**src/rit_pkg.sv**
```systemverilog
// Constants shared by the refresh interval timer design
package rit_pkg;

  // Register port geometry
  localparam int AW = 4;
  localparam int DW = 8;

  // Register word addresses
  localparam logic [AW-1:0] ADDR_CTRL_STATUS = 4'h0;
  localparam logic [AW-1:0] ADDR_COUNT       = 4'h1;
  localparam logic [AW-1:0] ADDR_CONST       = 4'h2;
  localparam logic [AW-1:0] ADDR_DRAM_CTRL   = 4'h3;
  localparam logic [AW-1:0] ADDR_IRQ_STATUS  = 4'h4;
  localparam logic [AW-1:0] ADDR_IRQ_MASK    = 4'h5;

  // Control/status field positions
  localparam int CS_MATCH_FLAG = 7;
  localparam int CS_IRQ_EN     = 6;
  localparam int CS_CKS_LSB    = 3;
  localparam int CKS_W         = 3;

  // Dram control field position
  localparam int DAS_LSB = 5;
  localparam int DAS_W   = 3;

  // Reset and special values
  localparam logic [DW-1:0]    COUNT_RST = 8'h00;
  localparam logic [DW-1:0]    CONST_RST = 8'hFF;
  localparam logic [CKS_W-1:0] CKS_HALT  = 3'h0;
  localparam logic [DAS_W-1:0] DAS_NONE  = 3'h0;
  localparam logic [DW-1:0]    COUNT_ONE = 8'h01;
  localparam logic [DW-1:0]    RD_ZERO   = 8'h00;

  // Prescaler width: seven tapped divide-by-2^n sources
  localparam int PRESC_W = 7;
  localparam logic [PRESC_W-1:0] PRESC_ONE = 7'h01;
  localparam logic [PRESC_W-1:0] PRESC_RST = 7'h00;

  // Interrupt status layout
  localparam int IRQ_W         = 1;
  localparam int IRQ_MATCH_BIT = 0;
  localparam logic [IRQ_W-1:0] IRQ_RST = 1'h0;

  // Address hit test for a strobe
  function automatic logic hit(input logic strobe, input logic [AW-1:0] addr,
                               input logic [AW-1:0] target);
    hit = strobe && (addr == target);
  endfunction : hit

endpackage : rit_pkg

```
**src/rit_top.sv**
```systemverilog
// Refresh interval timer: registers, counter, compare and interrupts
//
// The implementer's own choices: the plain strobed port and the address map.
`timescale 1ns/1ns
module rit_top (
  input  wire logic                    core_clk,
  input  wire logic                    rst_n,
  input  wire logic [rit_pkg::AW-1:0]  reg_addr,
  input  wire logic [rit_pkg::DW-1:0]  reg_wdata,
  input  wire logic                    reg_wr,
  input  wire logic                    reg_rd,
  output logic      [rit_pkg::DW-1:0]  reg_rdata,
  input  wire logic                    sleep_mode,
  input  wire logic                    hw_standby,
  input  wire logic                    sw_standby,
  output logic                         match_interrupt,
  output logic                         irq
);

  typedef struct packed {
    logic [rit_pkg::DW-1:0]    count;
    logic [rit_pkg::DW-1:0]    tconst;
    logic                      match_flag;
    logic                      irq_en;
    logic [rit_pkg::CKS_W-1:0] cks;
    logic [rit_pkg::DAS_W-1:0] das;
    logic [rit_pkg::DW-1:0]    rdata;
  } rit_state_t;

  localparam rit_state_t ST_RST = '{
    count:      rit_pkg::COUNT_RST,
    tconst:     rit_pkg::CONST_RST,
    match_flag: 1'b0,
    irq_en:     1'b0,
    cks:        rit_pkg::CKS_HALT,
    das:        rit_pkg::DAS_NONE,
    rdata:      rit_pkg::RD_ZERO
  };

  rit_state_t                st_ff;
  rit_state_t                nxt_st;
  logic [1:0]                rst_pipe_ff;
  logic                      rst_sync_n;
  logic                      interval_mode;
  logic                      run;
  logic                      count_pulse;
  logic                      inc;
  logic                      at_match;
  logic                      match;
  logic                      wr_ok;
  logic                      wr_cs;
  logic                      wr_count;
  logic                      wr_const;
  logic                      wr_dram;
  logic                      wr_mask;
  logic                      rd_status;
  logic [rit_pkg::IRQ_W-1:0] irq_status;
  logic [rit_pkg::IRQ_W-1:0] irq_mask;
  logic [rit_pkg::IRQ_W-1:0] irq_ev;
  logic [rit_pkg::DW-1:0]    cs_view;

  // Reset release through two flip-flops
  always_ff @(posedge core_clk or negedge rst_n) begin
    if (!rst_n) begin
      rst_pipe_ff <= 2'h0;
    end else begin
      rst_pipe_ff <= {rst_pipe_ff[0], 1'b1};
    end
  end

  assign rst_sync_n = rst_pipe_ff[1];

  // Mode and run conditions
  assign interval_mode = (st_ff.das == rit_pkg::DAS_NONE);
  // Sleep does not stop the timer; both standby modes do
  assign run = !hw_standby && !sw_standby;

  // Write decode; writes are ignored in hardware standby only
  assign wr_ok    = reg_wr && !hw_standby;
  assign wr_cs    = rit_pkg::hit(wr_ok, reg_addr, rit_pkg::ADDR_CTRL_STATUS);
  assign wr_count = rit_pkg::hit(wr_ok, reg_addr, rit_pkg::ADDR_COUNT);
  assign wr_const = rit_pkg::hit(wr_ok, reg_addr, rit_pkg::ADDR_CONST);
  assign wr_dram  = rit_pkg::hit(wr_ok, reg_addr, rit_pkg::ADDR_DRAM_CTRL);
  assign wr_mask  = rit_pkg::hit(wr_ok, reg_addr, rit_pkg::ADDR_IRQ_MASK);
  assign rd_status = rit_pkg::hit(reg_rd, reg_addr, rit_pkg::ADDR_IRQ_STATUS);

  // Count clock source
  rit_prescaler rit_prescaler_inst (
    .core_clk    (core_clk),
    .rst_sync_n  (rst_sync_n),
    .run         (run),
    .cks         (st_ff.cks),
    .count_pulse (count_pulse)
  );

  // Increment only in interval mode, on each count pulse (also at a switch from a high source to halted)
  assign inc = count_pulse && interval_mode;

  // Compare on the step away from the matching value
  assign at_match = (st_ff.count == st_ff.tconst);
  assign match    = inc && at_match && !wr_const;

  // Control/status view: flag, enable, select, low bits zero
  always_comb begin
    cs_view                                          = rit_pkg::RD_ZERO;
    cs_view[rit_pkg::CS_MATCH_FLAG]                  = st_ff.match_flag;
    cs_view[rit_pkg::CS_IRQ_EN]                      = st_ff.irq_en;
    cs_view[rit_pkg::CS_CKS_LSB +: rit_pkg::CKS_W]   = st_ff.cks;
  end

  // Next state of the timer and register file
  always_comb begin
    nxt_st = st_ff;

    // Control/status write: flag cleared by writing zero
    if (wr_cs) begin
      nxt_st.irq_en = reg_wdata[rit_pkg::CS_IRQ_EN];
      nxt_st.cks    = reg_wdata[rit_pkg::CS_CKS_LSB +: rit_pkg::CKS_W];
      if (!reg_wdata[rit_pkg::CS_MATCH_FLAG]) begin
        nxt_st.match_flag = 1'b0;
      end
    end
    if (wr_const) begin
      nxt_st.tconst = reg_wdata;
    end
    if (wr_dram) begin
      nxt_st.das = reg_wdata[rit_pkg::DAS_LSB +: rit_pkg::DAS_W];
    end

    // Match sets the flag; set beats a same-cycle clear
    if (match) begin
      nxt_st.match_flag = 1'b1;
    end

    // Counter: clear beats write, write beats increment
    if (match) begin
      nxt_st.count = rit_pkg::COUNT_RST;
    end else if (wr_count) begin
      nxt_st.count = reg_wdata;
    end else if (inc) begin
      nxt_st.count = st_ff.count + rit_pkg::COUNT_ONE;
    end

    // Software standby reinitialises counter, flag and enable
    if (sw_standby && !hw_standby) begin
      nxt_st.count      = rit_pkg::COUNT_RST;
      nxt_st.match_flag = 1'b0;
      nxt_st.irq_en     = 1'b0;
    end

    // Read data for the next cycle only
    nxt_st.rdata = rit_pkg::RD_ZERO;
    if (reg_rd) begin
      case (reg_addr)
        rit_pkg::ADDR_CTRL_STATUS: begin
          nxt_st.rdata = cs_view;
        end
        rit_pkg::ADDR_COUNT: begin
          nxt_st.rdata = st_ff.count;
        end
        rit_pkg::ADDR_CONST: begin
          nxt_st.rdata = st_ff.tconst;
        end
        rit_pkg::ADDR_DRAM_CTRL: begin
          nxt_st.rdata[rit_pkg::DAS_LSB +: rit_pkg::DAS_W] = st_ff.das;
        end
        rit_pkg::ADDR_IRQ_STATUS: begin
          nxt_st.rdata[rit_pkg::IRQ_W-1:0] = irq_status;
        end
        rit_pkg::ADDR_IRQ_MASK: begin
          nxt_st.rdata[rit_pkg::IRQ_W-1:0] = irq_mask;
        end
        default: begin
          nxt_st.rdata = rit_pkg::RD_ZERO;
        end
      endcase
    end
  end

  // State register
  always_ff @(posedge core_clk or negedge rst_sync_n) begin
    if (!rst_sync_n) begin
      st_ff <= ST_RST;
    end else begin
      st_ff <= nxt_st;
    end
  end

  // Sticky interrupt status for match events
  always_comb begin
    irq_ev                         = '0;
    irq_ev[rit_pkg::IRQ_MATCH_BIT] = match;
  end

  rit_irq rit_irq_inst (
    .core_clk   (core_clk),
    .rst_sync_n (rst_sync_n),
    .ev         (irq_ev),
    .status_rd  (rd_status),
    .mask_wr    (wr_mask),
    .mask_wdata (reg_wdata[rit_pkg::IRQ_W-1:0]),
    .status     (irq_status),
    .mask       (irq_mask),
    .irq        (irq)
  );

  // Outputs
  assign reg_rdata       = st_ff.rdata;
  assign match_interrupt = st_ff.match_flag && st_ff.irq_en;

  // Checks
  // Match sets the flag
  a_flag_on_match : assert property (@(posedge core_clk) disable iff (!rst_sync_n)
    (match && !sw_standby) |=> st_ff.match_flag)
    else $error("match did not set flag");

  // Flag rises only on a step off equality
  a_flag_rise_cause : assert property (@(posedge core_clk) disable iff (!rst_sync_n)
    $rose(st_ff.match_flag) |-> $past(inc) && $past(at_match))
    else $error("flag rose without stepping off a match");

  // Match returns the counter to zero
  a_match_clears : assert property (@(posedge core_clk) disable iff (!rst_sync_n)
    match |=> (st_ff.count == rit_pkg::COUNT_RST))
    else $error("match did not clear counter");

  // Clear wins over a counter write
  a_clear_beats_wr : assert property (@(posedge core_clk) disable iff (!rst_sync_n)
    (match && wr_count && reg_wdata != rit_pkg::COUNT_RST) |=>
      (st_ff.count == rit_pkg::COUNT_RST))
    else $error("counter write beat a clear");

  // Counter write wins over an increment
  a_wr_beats_inc : assert property (@(posedge core_clk) disable iff (!rst_sync_n)
    (wr_count && inc && !match && !sw_standby) |=> (st_ff.count == $past(reg_wdata)))
    else $error("increment not lost on counter write");

  // Constant write suppresses a match
  a_const_wr_inhibit : assert property (@(posedge core_clk) disable iff (!rst_sync_n)
    (inc && at_match && wr_const && !sw_standby) |=>
      (st_ff.match_flag == $past(st_ff.match_flag)) &&
      (st_ff.tconst == $past(reg_wdata)))
    else $error("match not suppressed by constant write");

  // Dram space selected: counter frozen
  a_dram_mode_hold : assert property (@(posedge core_clk) disable iff (!rst_sync_n)
    (!interval_mode && !wr_count && !sw_standby) |=> $stable(st_ff.count))
    else $error("counter moved while dram space is selected");

  // Hardware standby freezes the timer
  a_hw_standby_hold : assert property (@(posedge core_clk) disable iff (!rst_sync_n)
    hw_standby |=> $stable(st_ff.count) && $stable(st_ff.tconst) && $stable(st_ff.cks))
    else $error("timer changed in hardware standby");

  // Software standby reinitialises part of the state
  a_sw_standby_init : assert property (@(posedge core_clk) disable iff (!rst_sync_n)
    (sw_standby && !hw_standby && !wr_ok) |=>
      (st_ff.count == rit_pkg::COUNT_RST) && !st_ff.match_flag && !st_ff.irq_en &&
      $stable(st_ff.cks) && $stable(st_ff.tconst))
    else $error("software standby init wrong");

  // Enabled match raises the interrupt
  a_irq_gated : assert property (@(posedge core_clk) disable iff (!rst_sync_n)
    (match && st_ff.irq_en && !wr_cs && !sw_standby) |=> match_interrupt)
    else $error("enabled match did not raise interrupt");

  // Halted source gives no count
  a_halted_no_inc : assert property (@(posedge core_clk) disable iff (!rst_sync_n)
    (st_ff.cks == rit_pkg::CKS_HALT && $stable(st_ff.cks)) |-> !inc)
    else $error("halted source produced a count");

  // Sleep leaves the count running
  a_sleep_counts : assert property (@(posedge core_clk) disable iff (!rst_sync_n)
    (sleep_mode && inc && !match && !wr_count && !sw_standby) |=>
      (st_ff.count == $past(st_ff.count) + rit_pkg::COUNT_ONE))
    else $error("counter stalled in sleep mode");

  // Each count pulse steps the counter once
  a_pulse_steps : assert property (@(posedge core_clk) disable iff (!rst_sync_n)
    (inc && !match && !wr_count && !sw_standby) |=>
      (st_ff.count == $past(st_ff.count) + rit_pkg::COUNT_ONE))
    else $error("count pulse did not step the counter");

  // No pulse and no write: counter holds
  a_no_pulse_hold : assert property (@(posedge core_clk) disable iff (!rst_sync_n)
    (!inc && !wr_count && !sw_standby) |=> $stable(st_ff.count))
    else $error("counter moved without a count pulse");

  // Equality without a pulse leaves the flag alone
  a_equal_no_flag : assert property (@(posedge core_clk) disable iff (!rst_sync_n)
    (at_match && !inc && !st_ff.match_flag) |=> !st_ff.match_flag)
    else $error("flag set at equality without a count pulse");

  // Flag drops only by a zero write or software standby
  a_flag_clear_cause : assert property (@(posedge core_clk) disable iff (!rst_sync_n)
    $fell(st_ff.match_flag) |->
      (($past(wr_cs) && !$past(reg_wdata[rit_pkg::CS_MATCH_FLAG])) || $past(sw_standby)))
    else $error("flag cleared without cause");

  // Match interrupt stays low while disabled
  a_irq_disabled : assert property (@(posedge core_clk) disable iff (!rst_sync_n)
    !st_ff.irq_en |-> !match_interrupt)
    else $error("match interrupt raised while disabled");

  // Constant changes only by a write
  a_const_kept : assert property (@(posedge core_clk) disable iff (!rst_sync_n)
    !wr_const |=> $stable(st_ff.tconst))
    else $error("time constant changed without a write");

  // Clock select changes only by a write
  a_cks_kept : assert property (@(posedge core_clk) disable iff (!rst_sync_n)
    !wr_cs |=> $stable(st_ff.cks))
    else $error("clock select changed without a write");

  // Flag bit of the control/status read
  a_flag_read : assert property (@(posedge core_clk) disable iff (!rst_sync_n)
    (reg_rd && reg_addr == rit_pkg::ADDR_CTRL_STATUS) |=>
      (reg_rdata[rit_pkg::CS_MATCH_FLAG] == $past(st_ff.match_flag)))
    else $error("flag missing from its read bit");

  // Read data stand for one cycle only
  a_rdata_idle : assert property (@(posedge core_clk) disable iff (!rst_sync_n)
    !reg_rd |=> (reg_rdata == rit_pkg::RD_ZERO))
    else $error("read data outside a read answer");

  // Hardware standby blocks control writes
  a_hw_standby_no_wr : assert property (@(posedge core_clk) disable iff (!rst_sync_n)
    hw_standby |=> $stable(st_ff.das) && $stable(st_ff.irq_en))
    else $error("control changed in hardware standby");

endmodule : rit_top

```
**src/rit_prescaler.sv**
```systemverilog
// Prescaler and falling-edge count pulse generator
`timescale 1ns/1ns
module rit_prescaler (
  input  wire logic                    core_clk,
  input  wire logic                    rst_sync_n,
  input  wire logic                    run,
  input  wire logic [rit_pkg::CKS_W-1:0] cks,
  output logic                         count_pulse
);

  typedef struct packed {
    logic [rit_pkg::PRESC_W-1:0] presc;
    logic                        level_prev;
  } rit_presc_t;

  rit_presc_t st_ff;
  rit_presc_t nxt_st;
  logic       sel_level;

  // Selected source level; halted setting reads low
  always_comb begin
    if (cks == rit_pkg::CKS_HALT) begin
      sel_level = 1'b0;
    end else begin
      sel_level = st_ff.presc[cks - 3'h1];
    end
  end

  // Falling edge of the selected source, also across a switchover
  assign count_pulse = run && st_ff.level_prev && !sel_level;

  // Divider advance and level history
  always_comb begin
    nxt_st = st_ff;
    if (run) begin
      nxt_st.presc      = st_ff.presc + rit_pkg::PRESC_ONE;
      nxt_st.level_prev = sel_level;
    end
  end

  always_ff @(posedge core_clk or negedge rst_sync_n) begin
    if (!rst_sync_n) begin
      st_ff <= '{presc: rit_pkg::PRESC_RST, level_prev: 1'b0};
    end else begin
      st_ff <= nxt_st;
    end
  end

  // Pulse only on a high to low step of the source
  a_pulse_on_fall : assert property (@(posedge core_clk) disable iff (!rst_sync_n)
    count_pulse |=> !st_ff.level_prev)
    else $error("count pulse without a falling edge");

  // Steady select: pulses only when the tapped low bits wrap
  a_pulse_period : assert property (@(posedge core_clk) disable iff (!rst_sync_n)
    (count_pulse && $past(run) && cks != rit_pkg::CKS_HALT && $stable(cks)) |->
      ((st_ff.presc & ((rit_pkg::PRESC_ONE << cks) - rit_pkg::PRESC_ONE)) ==
        rit_pkg::PRESC_RST))
    else $error("count pulse off the divider period");

  // Rewrite from a high source to halted counts once
  a_halt_switch_fall : assert property (@(posedge core_clk) disable iff (!rst_sync_n)
    (run && $past(run) && cks == rit_pkg::CKS_HALT && $past(cks) != rit_pkg::CKS_HALT &&
      $past(sel_level)) |-> count_pulse)
    else $error("high to halted switch did not count");

endmodule : rit_prescaler

```
**src/rit_irq.sv**
```systemverilog
// Sticky interrupt status, mask and interrupt line
`timescale 1ns/1ns
module rit_irq (
  input  wire logic                    core_clk,
  input  wire logic                    rst_sync_n,
  input  wire logic [rit_pkg::IRQ_W-1:0] ev,
  input  wire logic                    status_rd,
  input  wire logic                    mask_wr,
  input  wire logic [rit_pkg::IRQ_W-1:0] mask_wdata,
  output logic      [rit_pkg::IRQ_W-1:0] status,
  output logic      [rit_pkg::IRQ_W-1:0] mask,
  output logic                         irq
);

  typedef struct packed {
    logic [rit_pkg::IRQ_W-1:0] status;
    logic [rit_pkg::IRQ_W-1:0] mask;
  } rit_irq_t;

  rit_irq_t st_ff;
  rit_irq_t nxt_st;

  // Read clears, a same-cycle event still sets
  always_comb begin
    nxt_st = st_ff;
    if (status_rd) begin
      nxt_st.status = '0;
    end
    nxt_st.status = nxt_st.status | ev;
    if (mask_wr) begin
      nxt_st.mask = mask_wdata;
    end
  end

  always_ff @(posedge core_clk or negedge rst_sync_n) begin
    if (!rst_sync_n) begin
      st_ff <= '{status: rit_pkg::IRQ_RST, mask: rit_pkg::IRQ_RST};
    end else begin
      st_ff <= nxt_st;
    end
  end

  assign status = st_ff.status;
  assign mask   = st_ff.mask;
  assign irq    = |(st_ff.status & st_ff.mask);

  a_read_clears : assert property (@(posedge core_clk) disable iff (!rst_sync_n)
    (status_rd && ev == '0) |=> (status == '0 && !irq))
    else $error("status not cleared by read");

endmodule : rit_irq

```
**config.mk**
```make
export PLATFORM = sky130hd
export DESIGN_NAME = rit_top
export DESIGN_NICKNAME = d
export VERILOG_FILES = /design/src/rit_pkg.sv /design/src/rit_top.sv /design/src/rit_prescaler.sv /design/src/rit_irq.sv
export SDC_FILE = /design/constraint.sdc
export NUM_CORES = 1
export LEC_CHECK = 0
export ABC_AREA = 1
export BUFFER_PORTS_ARGS = -buffer_cell sky130_fd_sc_hd__buf_2
export CAP_MARGIN = 10
export CORE_MARGIN = 2
export CORE_UTILIZATION = 37
export CTS_CLUSTER_SIZE = 12
export DETAILED_ROUTE_END_ITERATION = 6
export GPL_ROUTABILITY_DRIVEN = 0
export HOLD_SLACK_MARGIN = 0.03
export SLEW_MARGIN = 30
export SYNTH_ARGS = -nofsm -noshare
export SYNTH_HDL_FRONTEND = slang
export SYNTH_SLANG_ARGS = --single-unit
```
**constraint.sdc**
```tcl
create_clock -name core_clk -period 1.5 [get_ports core_clk]
set_clock_uncertainty 0.15 [all_clocks]
set_input_delay 0.075 -clock core_clk [delete_from_list [all_inputs] [get_ports core_clk]]
set_output_delay 0.075 -clock core_clk [all_outputs]
set_load 0.02 [all_outputs]
```
==> key figures, run 1 <==
STA
  – Final Setup Violations: 11
  – Fin worst setup slack: -229.4 ps
  – Slew Viols, Final: 0
  – RSZ-0062 raised after global routing: yes
  – Period minus WS final: 1729 ps
  – Fmax: 578.2 MHz
  – Fin crit share: 1.153
  – Final Hold Vio Count: 0
  – Fin Hold WS: 20.48 ps

Clocking
  – Clock tree root buffer cell: clkbuf_8
  – Sink Count: 44
  – Clock Tree Buf Depth: 2
  – Latest clock arrival within the worst-skew pair: 310 ps
  – H-tree depth: 2
  – CTS tree: done
  – Clock slew at reported path FFs: 90 ps
  – TritonCTS buffer count: 5

Floorplanning
  – Effective utilization at floorplan: 0.3764
  – Site row count: 30
  – Die W: 86.45 um
  – Ports: 29
  – Core box area: 6681 um2
  – Die height: 86.45 um
  – Total die area: 7473 um2

Cells and area
  – Post-Layout Inst Area: 3369 um2
  – Most frequent cells in the layout: nand2_1 (97), dfrtp_1 (35), buf_4 (35), inv_1 (33), buf_2 (27)
  – Layout Area Growth over Synthesis: 33.98%
  – Multi-input logic area: 1259 um2
  – Nets: 426
  – Sequential cell area: 1112 um2
  – Layout cells sized above 1: 0.3317
  – Utilization after layout: 0.5043
  – Commonest non-fill, non-tap cell in the layout: nand2_1
  – Fill count: 660
  – N_diodes: 0

Synthesis
  – Top post-synthesis cells by area: dfrtp_1 (36%), nand2_1 (16%), dfstp_2 (8.4%)
  – Synth cell types: 34
  – Post-synthesis net count: 346
  – Yosys top cell area share: 0.3582
  – Yosys reg bits: 44
  – Synth warnings: 0
  – Avg Cell Area, Syn: 7.786 um2
  – Synth Instances: 323
  – Post-Syn Area: 2515 um2
  – Seq/Total Area, Yosys: 0.4418
  – Synth area leader: dfrtp_1

Worst setup path
  – Slowest stage delay, CP: 540 ps
  – CP startpoint: st_ff[18]
  – Reg2Reg Setup Slack: -230 ps
  – Crit path capture type: register
  – Critical path required time: 1550 ps
  – Crit path DAT: 1770 ps
  – CP max stage cell: dfstp_2
  – Most Frequent Cell on Critical Path: nand2_1
  – Worst R2R Start: st_ff[18]
  – Crit path cell chain: inv_1 > nand2_1 > nand2_1 > nor2_1 > nand3_1 > nor2_4 > nand3_2 > nand4_1 > nand2_1
  – Startpoint type of the worst setup path: register
  – Critical setup path kind: reg -> reg
  – CP max FO: 5

Detailed routing
  – Residual DRC: 0
  – First DRT Iteration DRCs: 178
  – Drt total wl: 6.396 mm
  – Routed Antenna Nets: 0
  – Wire per inst: 13.21 um
  – Pre-Repair DR Iteration Count: 4
  – Vias per inst: 4.746
  – Via count: 2297

Placed design
  – Final HPWL DP: 4.573 mm
  – Post-placement cell area: 2967 um2
  – Port Buffer Count: 27
  – Pre-CTS setup slack: -265.1 ps

Global routing
  – First-pass GRT wire length: 10.82 mm
  – Vias in the first global route: 2259
  – Pin count of the biggest net entering global routing: 30
  – Overall routing resource usage: 0.1825
  – Total gr overflow: 0
  – Initial antenna violation count: 0

Power
  – Lkg Pwr: 1.755 nW
  – PwrDens: 1163 nW/um2
  – Maximum VDD drop: 0.3526 mV

Outcome
  – Outcome: complete, but fails checks
  – Failing checks: setup timing

Job
  – Max-cap violations: 0

Hold path
  – Hold Crit Class: reg -> async
layer usage:
metal  global-route usage  vias up  share of wire
met2               0.3014       37           0.48
met3              0.03143        6          0.034
met4              0.03835        0         0.0098
li1                     -     1174              -
met5                    0        -              0
met1               0.2524     1080           0.48
logic make-up (layout without fill, tap and decap cells):
logic type	Yosys count	count (layout)	share of synthesized area
xor gates and xnor gates	12	12	0.04179
AOI/OAI and AO/OA	35	35	0.07861
and+or+nand+nor	166	168	0.3090
buffers and inverters	61	140	0.1075
adders and majority gates	4	4	0.01990
other	1	1	0.001491
DFF	44	44	0.4418
metrics by stage:
step	TNS, ps	total power [mW]	cells
finish	-2265	3.919	484
detailed placement	-2350	2.884	452
floorplan	-1246	2.423	323
CTS	-2159	3.798	480
global placement	-1672	2.851	452
global route	-3277	4.197	484
sequential cells by signal, indices dropped and copies added, names as in the netlist:
| name | count |
|---|---|
| rit_prescaler_inst.st_ff | 8 |
| rit_irq_inst.status | 1 |
| st_ff | 19 |
| reg_rdata | 8 |
| rit_irq_inst.mask | 1 |
| cs_view | 5 |
| rst_pipe_ff | 2 |
where the power goes:
part	internal (mW)	switching, mW
sequential	1.45	0.221
clock	0.326	0.449
combinational	0.691	0.779
total	2.47	1.45
Yosys cell counts, drive strengths merged:
| library cell | instances |
|---|---|
| nand3b | 1 |
| buf | 11 |
| nor2 | 20 |
| nand2 | 112 |
| xor2 | 8 |
| xnor2 | 4 |
| nor3 | 4 |
| nor4 | 1 |
| o21ai | 23 |
| a41oi | 2 |
| nand4 | 10 |
| dfrtp | 36 |
| ha | 4 |
| conb | 1 |
| o221ai | 1 |
| dfstp | 8 |
| a21oi | 5 |
| o211ai | 1 |
| o22ai | 1 |
| a221oi | 2 |
| nand3 | 18 |
| inv | 50 |
area by class of cell:
| class | instances | share of cell area |
|---|---|---|
| Clock inverter | 3 | 0.005570 |
| Clock buffer | 5 | 0.02042 |
| Inverter | 50 | 0.05941 |
| Sequential cell | 44 | 0.3301 |
| Multi-Input combinational cell | 220 | 0.3736 |
| Tap cell | 80 | 0.02971 |
| Timing Repair Buffer | 82 | 0.1812 |
critical path: cells and delay by family (launching register included):
kind,cells,cell delay (ps)
AND/OR/NAND/NOR,8,880
flip-flops,1,540
buffers and inverters,1,50
worst paths after layout:
| check | cells past startpoint | end |
|---|---|---|
| min in group core_clk | 4 | reg_rdata[0] |
| hold / removal | 0 | rit_prescaler_inst.st_ff[2] |
| hold reg to reg | 0 | rit_prescaler_inst.st_ff[2] |
| setup / recovery | 9 | st_ff[29] |
| max in group asynchronous | 3 | rst_pipe_ff[1] |
| setup reg to reg | 9 | st_ff[29] |
timing repair:
action / 4_1_cts / 5_1_grt
gates cloned: 1 / 1
hold buffers: 17 / 0
setup buffers: 2 / 3
endpoints found under the hold margin: 30 / 0
pin swaps: 10 / 14
endpoints found under the setup margin: 11 / 12
gates resized for setup: 11 / 15
No activity file was read; power rests on OpenSTA's default activity.
==> run 2: changes to the inputs <==
--- a/config.mk
+++ b/config.mk
@@ -17,4 +17,5 @@
 export SLEW_MARGIN = 30
 export SYNTH_ARGS = -nofsm -noshare
 export SYNTH_HDL_FRONTEND = slang
+export SYNTH_HIERARCHICAL = 1
 export SYNTH_SLANG_ARGS = --single-unit
==> key figures, run 2 <==
STA
  – Period minus WS final: 2100 ps (was 1729 ps)
  – RSZ-0062 raised after global routing: yes (unchanged)
  – Fin worst setup slack: -600.0 ps (was -229.4 ps)
  – Fmax: 476.2 MHz (was 578.2 MHz)
  – Fin crit share: 1.400 (was 1.153)
  – Setup TNS: -5785 ps (was -2265 ps)
  – Slew Viols, Final: 0 (unchanged)
  – Final Setup Violations: 10 (was 11)
  – Final Hold Vio Count: 0 (unchanged)

Clocking
  – Latest clock arrival within the worst-skew pair: 300 ps (was 310 ps)
  – Clock slew at reported path FFs: 90 ps (about the same)
  – Sink Count: 44 (unchanged)
  – Clock tree root buffer cell: clkbuf_8 (unchanged)
  – Setup Buffers After CTS: 0 (was 2)
  – CTS tree: done (unchanged)
  – TritonCTS buffer count: 5 (unchanged)
  – H-tree depth: 2 (unchanged)
  – Clock Tree Buf Depth: 2 (unchanged)

Worst setup path
  – Crit path DAT: 2150 ps (was 1770 ps)
  – Crit path capture type: register (unchanged)
  – CP max FO: 6 (was 5)
  – Critical setup path kind: reg -> reg (unchanged)
  – Startpoint type of the worst setup path: register (unchanged)
  – Critical path required time: 1550 ps (about the same)

Global routing
  – Overall routing resource usage: 0.1826 (was 0.1825)
  – Total gr overflow: 0 (unchanged)
  – Pin count of the biggest net entering global routing: 43 (was 30)
  – Vias in the first global route: 2465 (was 2259)
  – Initial antenna violation count: 0 (unchanged)
  – First-pass GRT wire length: 11.22 mm (was 10.82 mm)

Outcome
  – Failing checks: setup timing (unchanged)
  – Outcome: complete, but fails checks (unchanged)

Detailed routing
  – Routed Antenna Nets: 0 (unchanged)
  – Vias per inst: 4.567 (was 4.746)
  – First DRT Iteration DRCs: 86 (was 178)
  – Pre-Repair DR Iteration Count: 4 (unchanged)
  – Residual DRC: 0 (unchanged)
  – Drt total wl: 6.652 mm (was 6.396 mm)
  – Wire per inst: 11.82 um (was 13.21 um)
  – Via count: 2571 (was 2297)

Power
  – Clock share of power: 0.217 (was 0.198)
  – Lkg Pwr: 1.933 nW (was 1.755 nW)
  – Maximum VDD drop: 0.4058 mV (was 0.3526 mV)
  – Switching share of power: 0.3416 (was 0.3698)
  – P_int: 2.404 mW (was 2.469 mW)
  – PwrDens: 986.3 nW/um2 (was 1163 nW/um2)
  – Combinational share of power: 0.352 (was 0.375)
  – Net Sw Power: 1.247 mW (was 1.449 mW)
  – Sequential power share: 0.431 (was 0.427)

Synthesis
  – Top post-synthesis cells by area: dfrtp_1 (33%), nand2_1 (16%), dfstp_2 (7.8%) (was dfrtp_1 (36%), nand2_1 (16%), dfstp_2 (8.4%))
  – Synth warnings: 6 (was 0)
  – Seq/Total Area, Yosys: 0.4126 (was 0.4418)
  – Synth top cells by count: nand2_1 (113), inv_1 (55), dfrtp_1 (36) (was nand2_1 (105), dfrtp_1 (36), inv_1 (36))
  – Top FF cell, synth: dfrtp_1 (unchanged)
  – Post-Syn Area: 2693 um2 (was 2515 um2)
  – Synth area leader: dfrtp_1 (unchanged)
  – Yosys reg bits: 44 (unchanged)
  – Yosys top cell area share: 0.3346 (was 0.3582)
  – Synth cell types: 33 (was 34)
  – Asr flop ratio synth: 1.000 (unchanged)
  – Synth Instances: 364 (was 323)
  – Post-synthesis net count: 387 (was 346)
  – Avg Cell Area, Syn: 7.397 um2 (was 7.786 um2)
  – Count leader, synth: nand2_1 (unchanged)
  – Count of flip-flops with a built-in enable after synthesis: 0 (unchanged)

Floorplanning
  – Die height: 89.31 um (was 86.45 um)
  – Total die area: 7975 um2 (was 7473 um2)
  – Ports: 29 (unchanged)
  – Core box area: 7137 um2 (was 6681 um2)
  – Site row count: 31 (was 30)
  – Effective utilization at floorplan: 0.3773 (was 0.3764)
  – Die W: 89.31 um (was 86.45 um)

Cells and area
  – Commonest non-fill, non-tap cell in the layout: nand2_1 (unchanged)
  – Fill count: 714 (was 660)
  – Largest reg by FF count: st_ff (unchanged)
  – Layout Area Growth over Synthesis: 37.50% (was 33.98%)
  – Most frequent cells in the layout: nand2_1 (111), buf_4 (63), inv_1 (52), dfrtp_1 (35), buf_2 (27) (was nand2_1 (97), dfrtp_1 (35), buf_4 (35), inv_1 (33), buf_2 (27))
  – Utilization after layout: 0.5188 (was 0.5043)
  – Layout cells sized above 1: 0.3405 (was 0.3317)
  – N_diodes: 0 (unchanged)
  – Nets: 486 (was 426)
  – Max reg flops: 19 (unchanged)

Job
  – Max-cap violations: 0 (unchanged)

Placed design
  – Port Buffer Count: 27 (unchanged)
  – Final HPWL DP: 5.104 mm (was 4.573 mm)

Hold path
  – Hold Crit Class: reg -> async (unchanged)
-- run 2: changes by cell type in the layout (fill, tap and decap cells not counted), moves of 5 or more --
cell           before  now
a21oi_1             4    9
buf_4              35   63
dlygate4sd3_1      17   11
inv_1              33   52
nand2_1            97  111
nand2_2            12    3
nand4_1            10   19
nor2_1             13   18
-- run 2: kinds of logic (layout without fill, tap and decap cells) --
logic type               count (synthesis)  count (layout)  share of synthesized area
buffers and inverters                   81             180                     0.1334
XOR/XNOR                                 6               6                    0.01952
adder cells (fa/ha/maj)                  4               4                    0.01859
other                                    1               1                   0.001393
AND/OR/NAND/NOR                        182             183                     0.3165
flip-flops                              44              44                     0.4126
AO/OA/AOI/OAI                           46              46                    0.09805
-- run 2: per-layer routing --
metal	global-route usage	share of wire	vias to the layer above
met5	0	0	-
met4	0.05563	0.014	0
met3	0.03047	0.039	8
met2	0.2983	0.46	59
met1	0.2484	0.48	1167
li1	-	-	1337
-- run 2: worst paths after layout --
| kind | startpoint | end | slack (ps) | depth (start not counted) |
|---|---|---|---|---|
| worst min-delay path | rst_pipe_ff[1] | cs_view[4] | 90 | 1 |
| min in group core_clk | reg_addr[1] | reg_rdata[1] | 90 | 5 |
| max in group asynchronous | rst_n | rst_pipe_ff[1] | 610 | 3 |
| worst max-delay path | cs_view[4] | st_ff[31] | -600 | 17 |
| worst min register to register | rst_pipe_ff[1] | cs_view[4] | 90 | 1 |
| worst max register to register | cs_view[4] | st_ff[31] | -600 | 17 |
-- run 2: worst max-delay path, cell delays in order, from the launching register on --
cell and delay [ps]:
dfrtp_1 400, inv_2 110, ha_4 140, inv_2 30, nand2_1 50, nand2_1 60, nor2_1 110, nand2_1 70
nand3_1 70, nand2_1 60, inv_1 60, nand2_2 60, nor2_4 110, nand3_2 90, nor2_4 180, nand2_4 110
nand4_1 100, nand2_1 50
-- run 2: repair_timing --
item	CTS	global route
pin swaps	1	6
hold buffers	11	0
gates resized for setup	5	13
hold endpoints to repair	25	0
cloned	0	1
endpoints found under the setup margin	10	11
-- run 2: per-stage QoR --
stage	cell area, um2	worst slack [ps]	hold WS, ps	power, mW	std cells
CTS	3641	-594.4	79.66	3.621	562
global placement	3416	-643.2	-290.2	2.737	543
detailed placement	3416	-704.0	-289.3	2.768	543
global route	3702	-772.1	107.9	3.930	563
floorplan	2739	-551.4	-370.6	2.255	364
finish	3702	-600.0	87.89	3.652	563
-- run 2: cell type report --
class / count / area (um2) / share of cell area
inverters: 68 / 255.2 / 0.06894
flip-flops and latches: 44 / 1112 / 0.3004
clock inverters: 2 / 15.01 / 0.004055
multi-input cells: 240 / 1344 / 0.3630
well taps: 99 / 123.9 / 0.03346
clock buffers: 6 / 82.58 / 0.02230
repair buffers: 104 / 769.5 / 0.2078
-- run 2: power by group through the flow --
stage	registers (mW)	clock network (mW)	logic, mW
finish	1.57	0.793	1.28
global route	1.60	0.876	1.46
CTS	1.57	0.830	1.22
detailed placement	1.59	0	1.18
global placement	1.58	0	1.16
floorplan	1.59	0	0.661
==> run 3: changes to the inputs <==
--- a/config.mk
+++ b/config.mk
@@ -14,6 +14,7 @@
 export DETAILED_ROUTE_END_ITERATION = 6
 export GPL_ROUTABILITY_DRIVEN = 0
 export HOLD_SLACK_MARGIN = 0.03
+export PLACE_DENSITY_LB_ADDON = 0.08
 export SLEW_MARGIN = 30
 export SYNTH_ARGS = -nofsm -noshare
 export SYNTH_HDL_FRONTEND = slang
==> key figures, run 3 (synthesis gave the netlist of run 2 again) <==
Outcome
  – Outcome: complete, but fails checks (unchanged)
  – Failing checks: setup timing (unchanged)

Detailed routing
  – Drt total wl: 7.071 mm (was 6.652 mm)
  – Residual DRC: 0 (unchanged)
  – Routed Antenna Nets: 0 (unchanged)
  – Wire per inst: 12.49 um (was 11.82 um)
  – Via count: 2557 (was 2571)
  – First DRT Iteration DRCs: 136 (was 86)
  – Vias per inst: 4.518 (was 4.567)
  – Pre-Repair DR Iteration Count: 4 (unchanged)

Worst setup path
  – R2R depth: 17 (unchanged)
  – Crit path DAT: 2170 ps (was 2150 ps)
  – Worst R2R Start: cs_view[3] (was cs_view[4])
  – Startpoint type of the worst setup path: register (unchanged)
  – Crit path capture type: register (unchanged)
  – Reg2reg end: st_ff[27] (was st_ff[31])
  – CP max FO: 6 (unchanged)
  – Critical path required time: 1540 ps (was 1550 ps)
  – Reg2Reg Setup Slack: -630 ps (was -600 ps)
  – Critical setup path kind: reg -> reg (unchanged)

Floorplanning
  – Site row count: 31 (unchanged)
  – Die W: 89.31 um (unchanged)
  – Ports: 29 (unchanged)
  – Die height: 89.31 um (unchanged)
  – Effective utilization at floorplan: 0.3773 (unchanged)
  – Core box area: 7137 um2 (unchanged)
  – Total die area: 7975 um2 (unchanged)

STA
  – Fin worst setup slack: -630.5 ps (was -600.0 ps)
  – Final Setup Violations: 10 (unchanged)
  – Period minus WS final: 2131 ps (was 2100 ps)
  – Fin crit share: 1.420 (was 1.400)
  – RSZ-0062 raised after global routing: yes (unchanged)
  – Final Hold Vio Count: 0 (unchanged)
  – Fmax: 469.4 MHz (was 476.2 MHz)
  – Slew Viols, Final: 0 (unchanged)

Power
  – Maximum VDD drop: 0.4293 mV (was 0.4058 mV)
  – Lkg Pwr: 1.952 nW (was 1.933 nW)
  – PwrDens: 1027 nW/um2 (was 986.3 nW/um2)

Hold path
  – Start point of the worst hold path: sw_standby
  – Hold EP: rit_prescaler_inst/st_ff[2]
  – Hold Crit Class: in -> reg (was reg -> async)
  – Hold Path Stages: 5

Cells and area
  – N_diodes: 0 (unchanged)
  – Most frequent cells in the layout: nand2_1 (110), buf_4 (67), inv_1 (51), dfrtp_1 (35), buf_2 (27) (was nand2_1 (111), buf_4 (63), inv_1 (52), dfrtp_1 (35), buf_2 (27))
  – Layout cells sized above 1: 0.3448 (was 0.3405)
  – Commonest non-fill, non-tap cell in the layout: nand2_1 (unchanged)
  – Largest reg by FF count: st_ff (unchanged)
  – Fill count: 734 (was 714)
  – Utilization after layout: 0.5205 (was 0.5188)
  – Nets: 489 (was 486)
  – Post-Layout Cell Count: 566 (was 563)
  – Layout Area Growth over Synthesis: 37.96% (was 37.50%)
  – Max reg flops: 19 (unchanged)

Clocking
  – Clock slew at reported path FFs: 90 ps (about the same)
  – TritonCTS buffer count: 5 (unchanged)
  – CTS tree: done (unchanged)
  – H-tree depth: 2 (unchanged)
  – Clock Tree Buf Depth: 2 (unchanged)
  – Latest clock arrival within the worst-skew pair: 300 ps (about the same)
  – Sink Count: 44 (unchanged)
  – Clock tree root buffer cell: clkbuf_8 (unchanged)

Placed design
  – Port Buffer Count: 27 (unchanged)
  – Final HPWL DP: 5.498 mm (was 5.104 mm)
  – Cells after DPL: 545 (was 543)

Global routing
  – Initial antenna violation count: 0 (unchanged)
  – Total gr overflow: 0 (unchanged)
  – Overall routing resource usage: 0.1943 (was 0.1826)
  – Pin count of the biggest net entering global routing: 43 (unchanged)
  – Vias in the first global route: 2400 (was 2465)
  – First-pass GRT wire length: 11.78 mm (was 11.22 mm)

Job
  – Max-cap violations: 0 (unchanged)
## run 3: cell types whose count changed in the layout (fill, tap and decap cells not counted), sizes merged
cell      delta
buf          +3
bufinv       +1
clkbuf       -1
clkinv       +1
clkinvlp     -1
## run 3: how the worst max path moves through the flow
stage | start | to | slack, ps | depth (start not counted)
final | cs_view[3] | st_ff[27] | -630 | 17
after floorplan | cs_view[3] | st_ff[29] | -550 | 16
after detailed placement | cs_view[4] | st_ff[25] | -780 | 17
after global routing | cs_view[3] | st_ff[25] | -800 | 15
after global placement | cs_view[4] | st_ff[28] | -660 | 16
after CTS | cs_view[3] | st_ff[27] | -630 | 17
## run 3: timing repair
action,in CTS,in global routing
hold buffers,11,0
pin swaps,1,5
setup endpoints to repair,10,12
resized for setup,10,5
hold endpoints to repair,28,0
buffers inserted,1,0
gates cloned,1,0
## run 3: report_power, final
group / switching (mW) / internal (mW)
Combinational: 0.698 / 0.632
Sequential: 0.146 / 1.42
Clock: 0.432 / 0.493
Total: 1.28 / 2.54
## run 3: layer usage
metal / vias to the layer above / global-route usage / share of wire
met3: 8 / 0.03139 / 0.038
met1: 1151 / 0.2925 / 0.52
met4: 0 / 0.05156 / 0.014
met5: - / 0 / 0
li1: 1350 / - / -
met2: 48 / 0.2882 / 0.43
## run 3: stage by stage
stage / setup TNS (ps) / cell area [um2] / power [mW] / hold WS, ps / setup WS, ps
floorplan: -4993 / 2739 / 2.255 / -370.6 / -551.4
global placement: -6403 / 3431 / 2.787 / -289.9 / -659.8
detailed placement: -7526 / 3431 / 2.815 / -289.2 / -776.3
CTS: -6144 / 3705 / 3.831 / 87.51 / -631.8
global route: -7828 / 3715 / 4.099 / 106.1 / -797.1
finish: -6167 / 3715 / 3.817 / 81.10 / -630.5
## run 3: critical path, cell delays in order, from the launching register on
cell	delay, ps
dfrtp_1	400
inv_2	110
ha_4	150
inv_2	30
nand2_2	50
nand2_2	60
nor2_2	110
nand2_1	70
nand3_1	70
nand2_1	70
inv_2	60
nand2_2	50
nor2_4	120
nand3_2	100
nor2_4	160
nand2_4	110
nand4_1	90
nand2_1	50
## run 3: cell type report
| type | instances | area (um2) | share of cell area |
|---|---|---|---|
| Multi-Input combinational cell | 240 | 1324 | 0.3563 |
| Sequential cell | 44 | 1112 | 0.2994 |
| Timing Repair Buffer | 107 | 788.3 | 0.2122 |
| Inverter | 68 | 255.2 | 0.06871 |
| Tap cell | 99 | 123.9 | 0.03334 |
| Clock buffer | 5 | 68.82 | 0.01852 |
| Clock inverter | 3 | 42.54 | 0.01145 |
